$ cat src/iem_pkg.sv
// Notes on behaviour
// - Protocol reset event interrupts when its mask set.
// - Estimator deviation error interrupts when masked in.
// - Safe position error interrupts when masked in.
// - Fast position error interrupts when masked in.
// - Safe channel error interrupts when masked in.
// - Enabled remote events interrupt when remote mask set.
// - Unimplemented mask bits read zero, except high bit 6, which reads OR of summary mask.
// - Message init acknowledgment interrupts when masked in.
// - Long answer error interrupts when masked in.
// - Low link quality warning interrupts when masked in.
// - Long message channel free interrupts when masked.
// - Short message channel free interrupts when masked.
// - Summary mask gates remote flag and interrupt.
// - Remote event flag is OR of enabled summary bits.
// - Remote mask bit reads OR of summary mask.
// - Many enabled sources combine onto one interrupt.
// - High and low masks select local event flags.
// - Quality warning set while quality below fourteen.
package iem_pkg;

  // Register indices; the bus address is four times the index.
  localparam logic [7:0] IDX_MASK_H = 8'h06;
  localparam logic [7:0] IDX_MASK_L = 8'h07;
  localparam logic [7:0] IDX_MASK_S = 8'h08;
  localparam logic [7:0] IDX_STATUS = 8'h10;

  // Reset values and implemented bits of the mask registers.
  localparam logic [7:0] RST_MASK   = 8'h00;
  localparam logic [7:0] IMPL_MASK_H = 8'h2f;
  localparam logic [7:0] IMPL_MASK_L = 8'h37;
  localparam logic [7:0] IMPL_MASK_S = 8'hff;

  // Bit positions in the high event byte.
  localparam int BIT_PRST = 0;
  localparam int BIT_DTE  = 1;
  localparam int BIT_VPOS = 2;
  localparam int BIT_POS  = 3;
  localparam int BIT_SCE  = 5;
  localparam int BIT_REM  = 6;

  // Bit positions in the low event byte.
  localparam int BIT_FRES = 0;
  localparam int BIT_FREL = 1;
  localparam int BIT_QLOW = 2;
  localparam int BIT_ANS  = 4;
  localparam int BIT_MIN  = 5;

  // Status register field positions.
  localparam int ST_IRQ = 16;
  localparam int ST_REM = 17;

  // Link quality threshold for the low warning.
  localparam int QUAL_W = 4;
  localparam logic [QUAL_W-1:0] QUAL_LOW_LIMIT = 4'he;

  // Local event flags from the link master, same clock.
  typedef struct packed {
    logic prst;
    logic dte;
    logic vpos;
    logic pos;
    logic sce;
    logic min;
    logic ans;
    logic frel;
    logic fres;
  } iem_local_evt_t;

  // Byte address of a register index.
  function automatic logic [7:0] reg_addr(input logic [7:0] idx);
    reg_addr = {idx[5:0], 2'b00};
  endfunction

endpackage

$ cat src/iem_top.sv
`timescale 1ns/1ps
module iem_top #(
  parameter int ADDR_W = 8
) (
  // Clock and reset.
  input  wire logic                      CLK_SYS,
  input  wire logic                      RST_B,
  // APB slave.
  input  wire logic [ADDR_W-1:0]         PADDR,
  input  wire logic                      PSEL,
  input  wire logic                      PENABLE,
  input  wire logic                      PWRITE,
  input  wire logic [31:0]               PWDATA,
  output logic      [31:0]               PRDATA,
  output logic                           PREADY,
  output logic                           PSLVERR,
  // Event sources from the link master.
  input  wire iem_pkg::iem_local_evt_t   LOCAL_EVT,
  input  wire logic [7:0]                REMOTE_SUMMARY,
  input  wire logic [iem_pkg::QUAL_W-1:0] LINK_QUALITY,
  // Results.
  output logic                           REMOTE_EVENT_FLAG,
  output logic                           LINK_QUALITY_LOW_WARNING,
  output logic                           IRQ
);

  ////////////////////////////////////////////////////////////////////////
  // Bus decode.

  logic        acc_setup;
  logic        acc_done;
  logic        hit_h;
  logic        hit_l;
  logic        hit_s;
  logic        hit_st;
  logic        hit_any;
  logic        wr_h;
  logic        wr_l;
  logic        wr_s;
  logic [7:0]  addr8;

  // The low address bits select the register; higher bits must be zero.
  assign addr8     = 8'(PADDR);
  assign acc_setup = PSEL && !PENABLE;
  assign acc_done  = PSEL && PENABLE;
  assign hit_h     = addr8 == iem_pkg::reg_addr(iem_pkg::IDX_MASK_H);
  assign hit_l     = addr8 == iem_pkg::reg_addr(iem_pkg::IDX_MASK_L);
  assign hit_s     = addr8 == iem_pkg::reg_addr(iem_pkg::IDX_MASK_S);
  assign hit_st    = addr8 == iem_pkg::reg_addr(iem_pkg::IDX_STATUS);
  assign hit_any   = (hit_h || hit_l || hit_s || hit_st) && (PADDR >> 8) == 0;

  // Writes take effect at the edge that completes the access phase.
  assign wr_h = acc_done && PWRITE && hit_any && hit_h;
  assign wr_l = acc_done && PWRITE && hit_any && hit_l;
  assign wr_s = acc_done && PWRITE && hit_any && hit_s;

  ////////////////////////////////////////////////////////////////////////
  // Mask registers.

  logic [7:0] mask_h_q;
  logic [7:0] mask_l_q;
  logic [7:0] mask_s_q;

  // High byte mask; the remote bit is not stored here.
  iem_mask_reg #(
    .RST  (iem_pkg::RST_MASK),
    .IMPL (iem_pkg::IMPL_MASK_H)
  ) u_mask_h (
    .clk     (CLK_SYS),
    .rst_b   (RST_B),
    .wr_en   (wr_h),
    .wr_data (PWDATA[7:0]),
    .q       (mask_h_q)
  );

  // Low byte mask.
  iem_mask_reg #(
    .RST  (iem_pkg::RST_MASK),
    .IMPL (iem_pkg::IMPL_MASK_L)
  ) u_mask_l (
    .clk     (CLK_SYS),
    .rst_b   (RST_B),
    .wr_en   (wr_l),
    .wr_data (PWDATA[7:0]),
    .q       (mask_l_q)
  );

  // Remote summary mask, write only.
  iem_mask_reg #(
    .RST  (iem_pkg::RST_MASK),
    .IMPL (iem_pkg::IMPL_MASK_S)
  ) u_mask_s (
    .clk     (CLK_SYS),
    .rst_b   (RST_B),
    .wr_en   (wr_s),
    .wr_data (PWDATA[7:0]),
    .q       (mask_s_q)
  );

  ////////////////////////////////////////////////////////////////////////
  // Event flags and masking.

  logic        remote_event_enable;
  logic        remote_flag;
  logic        quality_low;
  logic [7:0]  mask_h_eff;
  logic [7:0]  flag_h;
  logic [7:0]  flag_l;
  logic [15:0] flag_vec;
  logic [15:0] mask_vec;
  logic        irq_d;
  logic        irq_q;
  logic        rflag_q;
  logic        qlow_q;

  // The remote mask bit is derived from the summary mask itself.
  assign remote_event_enable = |mask_s_q;
  assign remote_flag = |(REMOTE_SUMMARY & mask_s_q);
  assign quality_low = LINK_QUALITY < iem_pkg::QUAL_LOW_LIMIT;

  // Effective high mask with the derived remote bit merged in.
  always_comb begin
    mask_h_eff = mask_h_q;
    mask_h_eff[iem_pkg::BIT_REM] = remote_event_enable;
  end

  // Place each source at its mask position; unused positions stay zero.
  always_comb begin
    flag_h = 8'h00;
    flag_l = 8'h00;
    flag_h[iem_pkg::BIT_PRST] = LOCAL_EVT.prst;
    flag_h[iem_pkg::BIT_DTE]  = LOCAL_EVT.dte;
    flag_h[iem_pkg::BIT_VPOS] = LOCAL_EVT.vpos;
    flag_h[iem_pkg::BIT_POS]  = LOCAL_EVT.pos;
    flag_h[iem_pkg::BIT_SCE]  = LOCAL_EVT.sce;
    flag_h[iem_pkg::BIT_REM]  = remote_flag;
    flag_l[iem_pkg::BIT_MIN]  = LOCAL_EVT.min;
    flag_l[iem_pkg::BIT_ANS]  = LOCAL_EVT.ans;
    flag_l[iem_pkg::BIT_QLOW] = quality_low;
    flag_l[iem_pkg::BIT_FREL] = LOCAL_EVT.frel;
    flag_l[iem_pkg::BIT_FRES] = LOCAL_EVT.fres;
  end

  // All enabled sources meet in one OR; the line drops when none is left.
  assign flag_vec = {flag_h, flag_l};
  assign mask_vec = {mask_h_eff, mask_l_q};
  assign irq_d    = |(flag_vec & mask_vec);

  // Registered outputs keep glitches of the event logic off the pins.
  always_ff @(posedge CLK_SYS or negedge RST_B) begin
    if (!RST_B) begin
      irq_q   <= 1'b0;
      rflag_q <= 1'b0;
      qlow_q  <= 1'b0;
    end else begin
      irq_q   <= irq_d;
      rflag_q <= remote_flag;
      qlow_q  <= quality_low;
    end
  end

  assign IRQ                      = irq_q;
  assign REMOTE_EVENT_FLAG        = rflag_q;
  assign LINK_QUALITY_LOW_WARNING = qlow_q;

  ////////////////////////////////////////////////////////////////////////
  // Read path.

  logic [31:0] rd_mux;
  logic [31:0] status_word;
  logic [31:0] prdata_q;
  logic [31:0] prdata_d;

  // Status shows the raw flags and the registered IRQ and remote flag.
  assign status_word = {14'h0000, rflag_q, irq_q, flag_vec};

  // Summary mask is write only and reads as zero.
  assign rd_mux = !hit_any ? 32'h0000_0000 :
                  hit_h    ? {24'h00_0000, mask_h_eff} :
                  hit_l    ? {24'h00_0000, mask_l_q} :
                  hit_st   ? status_word : 32'h0000_0000;

  // Read data is captured in the setup phase and held for the access phase.
  assign prdata_d = (acc_setup && !PWRITE) ? rd_mux : prdata_q;

  always_ff @(posedge CLK_SYS or negedge RST_B) begin
    if (!RST_B) begin
      prdata_q <= 32'h0000_0000;
    end else begin
      prdata_q <= prdata_d;
    end
  end

  // No wait states; unmapped addresses answer with an error.
  assign PRDATA  = prdata_q;
  assign PREADY  = 1'b1;
  assign PSLVERR = acc_done && !hit_any;
endmodule

$ cat src/iem_mask_reg.sv
`timescale 1ns/1ps
module iem_mask_reg #(
  parameter logic [7:0] RST  = 8'h00,
  parameter logic [7:0] IMPL = 8'hff
) (
  // Clock and reset.
  input  wire logic       clk,
  input  wire logic       rst_b,
  // Write port.
  input  wire logic       wr_en,
  input  wire logic [7:0] wr_data,
  // Stored mask.
  output logic      [7:0] q
);

  logic [7:0] mask_q;
  logic [7:0] mask_d;

  // Bits that are not implemented never store a one.
  assign mask_d = wr_en ? (wr_data & IMPL) : mask_q;

  // Mask storage, cleared by reset.
  always_ff @(posedge clk or negedge rst_b) begin
    if (!rst_b) begin
      mask_q <= RST;
    end else begin
      mask_q <= mask_d;
    end
  end

  assign q = mask_q;

endmodule

$ cat config.mk
export PLATFORM = sky130hd
export DESIGN_NAME = iem_top
export DESIGN_NICKNAME = d
export VERILOG_FILES = /design/src/iem_pkg.sv /design/src/iem_top.sv /design/src/iem_mask_reg.sv
export SDC_FILE = /design/constraint.sdc
export NUM_CORES = 1
export LEC_CHECK = 0
export ABC_AREA = 1
export BUFFER_PORTS_ARGS = -buffer_cell sky130_fd_sc_hd__buf_2
export CAP_MARGIN = 20
export CORE_MARGIN = 10
export CORE_UTILIZATION = 45
export DETAILED_ROUTE_END_ITERATION = 12
export HOLD_SLACK_MARGIN = 0.06
export PLACE_DENSITY = 0.91
export SLEW_MARGIN = 15
export SYNTH_ARGS = -nofsm -noshare
export SYNTH_HDL_FRONTEND = slang
export SYNTH_SLANG_ARGS = --single-unit
$ cat constraint.sdc
create_clock -name CLK_SYS -period 1 [get_ports CLK_SYS]
set_input_delay 0.15 -clock CLK_SYS [delete_from_list [all_inputs] [get_ports CLK_SYS]]
set_output_delay 0.15 -clock CLK_SYS [all_outputs]
set_load 0.02 [all_outputs]
### After elaboration in Yosys (flattened, before gate mapping)

Index checks and enable logic that the tools add are counted.

| word-level totals | value |
|---|---|
| input port bits | 66 |
| output and inout bits | 37 |
| register bits after elaboration | 53 |
| word-level logic and storage cells | 36 |

| operators by class | value |
|---|---|
| mux-type cells | 4 |
| eq/ne operators | 4 |
| reductions and logical operators | 18 |
| bitwise logic cells | 2 |
| magnitude comparators | 1 |

Operator list:

| operator | number |
|---|---|
| $mux W18 | 4 |
| $eq A8 B5 Y1 const B | 2 |
| $reduce_or A16 Y1 | 1 |
| $reduce_or A8 Y1 | 2 |
| $and A15 B15 Y15 | 1 |
| $logic_and A1 B1 Y1 | 9 |
| $and A8 B8 Y8 | 1 |
| $eq A8 B6 Y1 const B | 1 |
| $eq A8 B7 Y1 const B | 1 |
| $lt A4 B4 Y1 const B | 1 |
| $logic_not A1 Y1 | 3 |
| $logic_or A1 B1 Y1 | 3 |

### Logic depth before layout (Yosys ltp)

| depth | value |
|---|---|
| depth after elaboration | 6 |
| depth in mapped cells | 9 |
| mapped depth without buffers | 9 |

### Hierarchy

Synthesis repeated with hierarchy kept, for this count alone.

| unflattened totals | value |
|---|---|
| cell total of the unflattened synthesis | 284 |
| area total of the unflattened synthesis | 2,063.2 um^2 |

By module, submodules not included:

| module | cells an instance | sequential area each (um^2) | area each (um^2) | instances |
|---|---|---|---|---|
| iem_top | 200 | 475.5 | 1,335.0 | 1 |
| iem_mask_reg (u_mask_h ...) | 25 | 125.1 | 211.5 | 2 |
| iem_mask_reg (u_mask_s) | 34 | 200.2 | 305.3 | 1 |

### Least setup slack after synthesis

No wires, ideal clock.

| timing | value |
|---|---|
| kind | input-to-output |
| from | input PADDR[0] |
| to | output PSLVERR |
| path slack | -140 ps |
| path buffers | 1 |
| data arrival time | 990 ps |
| data required time | 850 ps |
| cell stages on the path | 7 |
| cell sequence | inv_1 > nand2_1 > nor2_2 > nand2_1 > nand3_4 > buf_6 > nor2_1 |

| between the ends | value |
|---|---|
| word-level cells in the longest chain between the ends | 6 |

Ends and longest elaborated chain:

| element | RTL line | text |
|---|---|---|
| start: declaration | iem_top.sv:9 | `input wire logic [ADDR_W-1:0] PADDR,` |
| $eq A8 B5 Y1, on equally long branches | iem_top.sv:46, iem_top.sv:47 |  |
| $logic_or A1 B1 Y1 (2 in a row) | iem_top.sv:50 | `assign hit_any = (hit_h \|\| hit_l \|\| hit_s \|\| hit_st) && (PADDR >> 8) == 0;` |
| $logic_or A1 B1 Y1 * | iem_top.sv:50 |  |
| $logic_not A1 Y1 * | - |  |
| $logic_and A1 B1 Y1 * | iem_top.sv:197 | `assign PSLVERR = acc_done && !hit_any;` |
| end: declaration | iem_top.sv:16 | `output logic PSLVERR,` |

Mark *: on every way between the ends. The rest lies on a longest branch, timed or not.

### Final worst setup path

| timing | value |
|---|---|
| from | register u_mask_s.mask_q[7] (netlist: u_mask_s.q[7]) |
| to | register prdata_q[14] (netlist: PRDATA[14]) |

| between the ends | value |
|---|---|
| word-level cells in the longest chain between the ends | 6 |

Ends and longest elaborated chain:

| element | RTL line | text |
|---|---|---|
| start: declaration | iem_mask_reg.sv:16 | `logic [7:0] mask_q;` |
| start signal: assignment | iem_mask_reg.sv:27 | `mask_q <= mask_d;` |
| $and A8 B8 Y8 | iem_top.sv:118 | `assign remote_flag = \|(REMOTE_SUMMARY & mask_s_q);` |
| $reduce_or A8 Y1 | iem_top.sv:118 |  |
| named net remote_flag | iem_top.sv:104 | `logic remote_flag;` |
| $mux W18 | iem_top.sv:181 | `hit_st ? status_word : 32'h0000_0000;` |
| $mux W18 | iem_top.sv:180 | `hit_l ? {24'h00_0000, mask_l_q} :` |
| $mux W18 | iem_top.sv:179 | `hit_h ? {24'h00_0000, mask_h_eff} :` |
| $mux W18 | iem_top.sv:178 | `assign rd_mux = !hit_any ? 32'h0000_0000 :` |
| end signal: assignment | iem_top.sv:190 | `prdata_q <= prdata_d;` |
| end: declaration | iem_top.sv:171 | `logic [31:0] prdata_q;` |

The timed path passes the listed nets, and every way through them passes these cells.
A chain may end at the register's enable or synchronous reset.

==> summary.txt <==
STA
  • Hold Vio Cnt, Final: 0
  • Max Clk Rate: 970.2 MHz
  • Final setup margin: -0.03071 ns
  • RSZ-0062 raised after global routing: true
  • Final-report max-slew violation count: 0
  • Final setup vio count: 2
  • Minimum clock period: 1.031 ns
  • Worst Skew: 0.008594 ns
  • Crit share post-route: 1.031

Drt
  • Via/cell ratio: 4.972
  • DRT antenna net count: 0
  • Final wirelength: 5808 µm
  • DR vias: 1949
  • DRC Markers: 0
  • Avg WL per Cell: 14.82 µm
  • Drt pass-1 iters: 4
  • 1st-iter DRT viols: 138

Clocking
  • CTS clock-pin slew for the worst setup and hold paths: 0.08 ns
  • H-tree levels: 2
  • Worst-Skew Late Latency: 0.29 ns
  • CTS tree: built
  • Root buffer cell: clkbuf_8
  • Clock Sinks: 36
  • Num CTS Buffers: 5
  • Max Root-Sink Buffers: 2

Finish
  • Commonest non-fill, non-tap cell in the layout: nand2_1
  • # nets final: 407
  • Number of diodes: 0
  • Layout area overhead: 46.24%
  • Ratio of cells with drive above 1 in the final layout: 0.4181
  • Final instance area: 2849 µm²
  • Most frequent cells in the layout: 83 x nand2_1, 42 x buf_4, 36 x dfrtp_1, 36 x buf_2, 19 x nand4_1

Logic synthesis
  • #FFs+latches synth: 36
  • Netlist cell types: 21
  • Post-Synthesis Cells: 240
  • Synth Cell Area: 1948 µm²
  • Register area share after synthesis: 0.4624
  • Post-synth top area share: 0.4624
  • Syn_area_per_cell: 8.117 µm²
  • Largest cells by area after synthesis: dfrtp_1 46%, nand2_1 17%, buf_4 6.9%, nand4_1 6.1%, nand3_1 4.4%
  • Yosys warns: 0
  • Leading area contributor after synthesis: dfrtp_1

Worst setup path
  • Critical Path Max Stage Delay: 0.42 ns
  • Critical Path End: PRDATA[14]
  • CP Capture Type: flop
  • CP most frequent cell: nand2_1
  • Slowest CP cell: dfrtp_1
  • Buf/Inv on CP: 1
  • CP cell instances: nand2_1 -> nand4_1 -> nor2_2 -> inv_1 -> nand2_1 -> nand2_1
  • Crit path DAT: 1.22 ns
  • Critical path depth: 6
  • Worst r2r src: u_mask_s.q[7]
  • CP Class: flop to flop
  • Req. time, crit path: 1.19 ns
  • Setup slack, reg-to-reg: -0.03 ns
  • Crit path max-delay family: simple AND/OR/NAND/NOR gates
  • Worst setup path startpoint: u_mask_s.q[7]
  • Worst Path Max Fanout: 3
  • FF-to-FF path depth: 6
  • FF-to-FF End: PRDATA[14]
  • CP startpoint kind: flop

Global route
  • First-pass GRT wire length: 9025 µm
  • Largest net degree at the start of global routing: 37
  • Total congestion overflow: 0
  • Vias in the first global route: 1943
  • Initial antenna violation count: 0
  • Aggregate global-route resource usage: 0.1474

Pwr
  • Peak supply drop: 0.7038 mV
  • Design Power: 3.138 mW
  • PwrDens: 1102 nW/µm²
  • Leakage: 1.618 nW

Floorplanning
  • Row count: 23
  • Die Area: 7361 µm²
  • Die height: 85.80 µm
  • # IOs: 103
  • Die width: 85.80 µm
  • Starting density of the core: 0.4767
  • Core box area: 4086 µm²

Job
  • Max_cap viols: 0

Run status
  • Violated checks: setup timing
  • Outcome: finished, violations left

Placed design
  • DP Area: 2400 µm²
  • # port buffers: 59
  • Post-DP HPWL: 4220 µm
  • Global placement routability congestion: 0.9084

Worst hold path
  • Worst hold path type: primary input to flop
==> cell usage after synthesis (all sizes together) <==
cell / count
a22o: 7
buf: 21
conb: 2
dfrtp: 36
inv: 20
nand2: 92
nand3: 20
nand3b: 1
nand4: 19
nor2: 14
nor3: 1
nor4: 2
o21ai: 5
==> repair_timing <==
action,in CTS,in global routing
gates cloned,0,0
setup buffers,4,15
gates resized for setup,11,52
endpoints found under the setup margin,6,44
hold buffers,1,0
hold endpoints to repair,36,0
pin swaps,5,18
==> worst min path at each step <==
stage            startpoint         end  slack (ns)  depth (start not counted)
2_1_floorplan         RST_B         IRQ       -0.15                          0
3_3_place_gp          RST_B   PRDATA[2]        0.12                          2
3_5_place_dp          RST_B   PRDATA[2]        0.13                          2
4_1_cts        LOCAL_EVT[5]         IRQ        0.09                          3
5_1_grt        LOCAL_EVT[5]         IRQ         0.1                          3
6_report       LOCAL_EVT[5]  PRDATA[11]         0.1                          2
==> worst reg2reg max path, cell delays in order, from the launching register on <==
cell,delay (ns)
dfrtp_1,0.42
nand2_1,0.08
nand4_1,0.10
nor2_2,0.17
inv_1,0.07
nand2_1,0.05
nand2_1,0.04
==> kinds of logic (layout without fill, tap and decap cells) <==
logic type / after synthesis / after routing / synth area share
buffers and inverters: 41 / 127 / 0.1188
other: 2 / 18 / 0.003855
flip-flops: 36 / 36 / 0.4624
AND/OR/NAND/NOR: 149 / 149 / 0.3706
AO/OA/AOI/OAI: 12 / 12 / 0.04431
==> flip-flops by register name, summed over array words and instances, names as in the netlist <==
| register | cells |
|---|---|
| PRDATA | 15 |
| u_mask_s.q | 8 |
| u_mask_h.q | 5 |
| LINK_QUALITY_LOW_WARNING | 1 |
| REMOTE_EVENT_FLAG | 1 |
| IRQ | 1 |
| u_mask_l.q | 5 |
==> where the power goes <==
group          internal, mW  switching (mW)  total, mW
Sequential             1.46         0.00499       1.47
Clock                 0.738           0.534       1.27
Combinational         0.156           0.244      0.399
Total                  2.36           0.783       3.14
==> layout make-up <==
| cell class | count | area, µm² |
|---|---|---|
| clock buffers | 5 | 68.82 |
| clock inverters | 3 | 42.54 |
| fillers | 325 | 1237 |
| inverters | 20 | 85.08 |
| multi-input cells | 179 | 942.2 |
| flip-flops and latches | 36 | 900.9 |
| well taps | 50 | 62.56 |
| repair buffers | 99 | 747.0 |
==> stage by stage <==
stage               std cells  setup TNS (ns)  setup slack (ns)  hold slack, ns    util
global route              392         -0.2740          -0.07441         0.09717  0.6972
global placement          365          -5.094           -0.2000          0.1228  0.5873
detailed placement        365          -6.452           -0.2600          0.1279  0.5873
CTS                       378        -0.02376          -0.01429         0.09068  0.6323
finish                    392        -0.06026          -0.03071         0.09563  0.6972
floorplan                 256               0          0.008152         -0.1456       -
==> routing by layer <==
metal	vias up	wire length, µm	global-route usage
met1	921	2262	0.1612
met4	0	85	0.04042
met3	8	381	0.05393
met5	-	0	0
li1	953	-	-
met2	67	3078	0.2609
(Power assumes the default switching activity.)
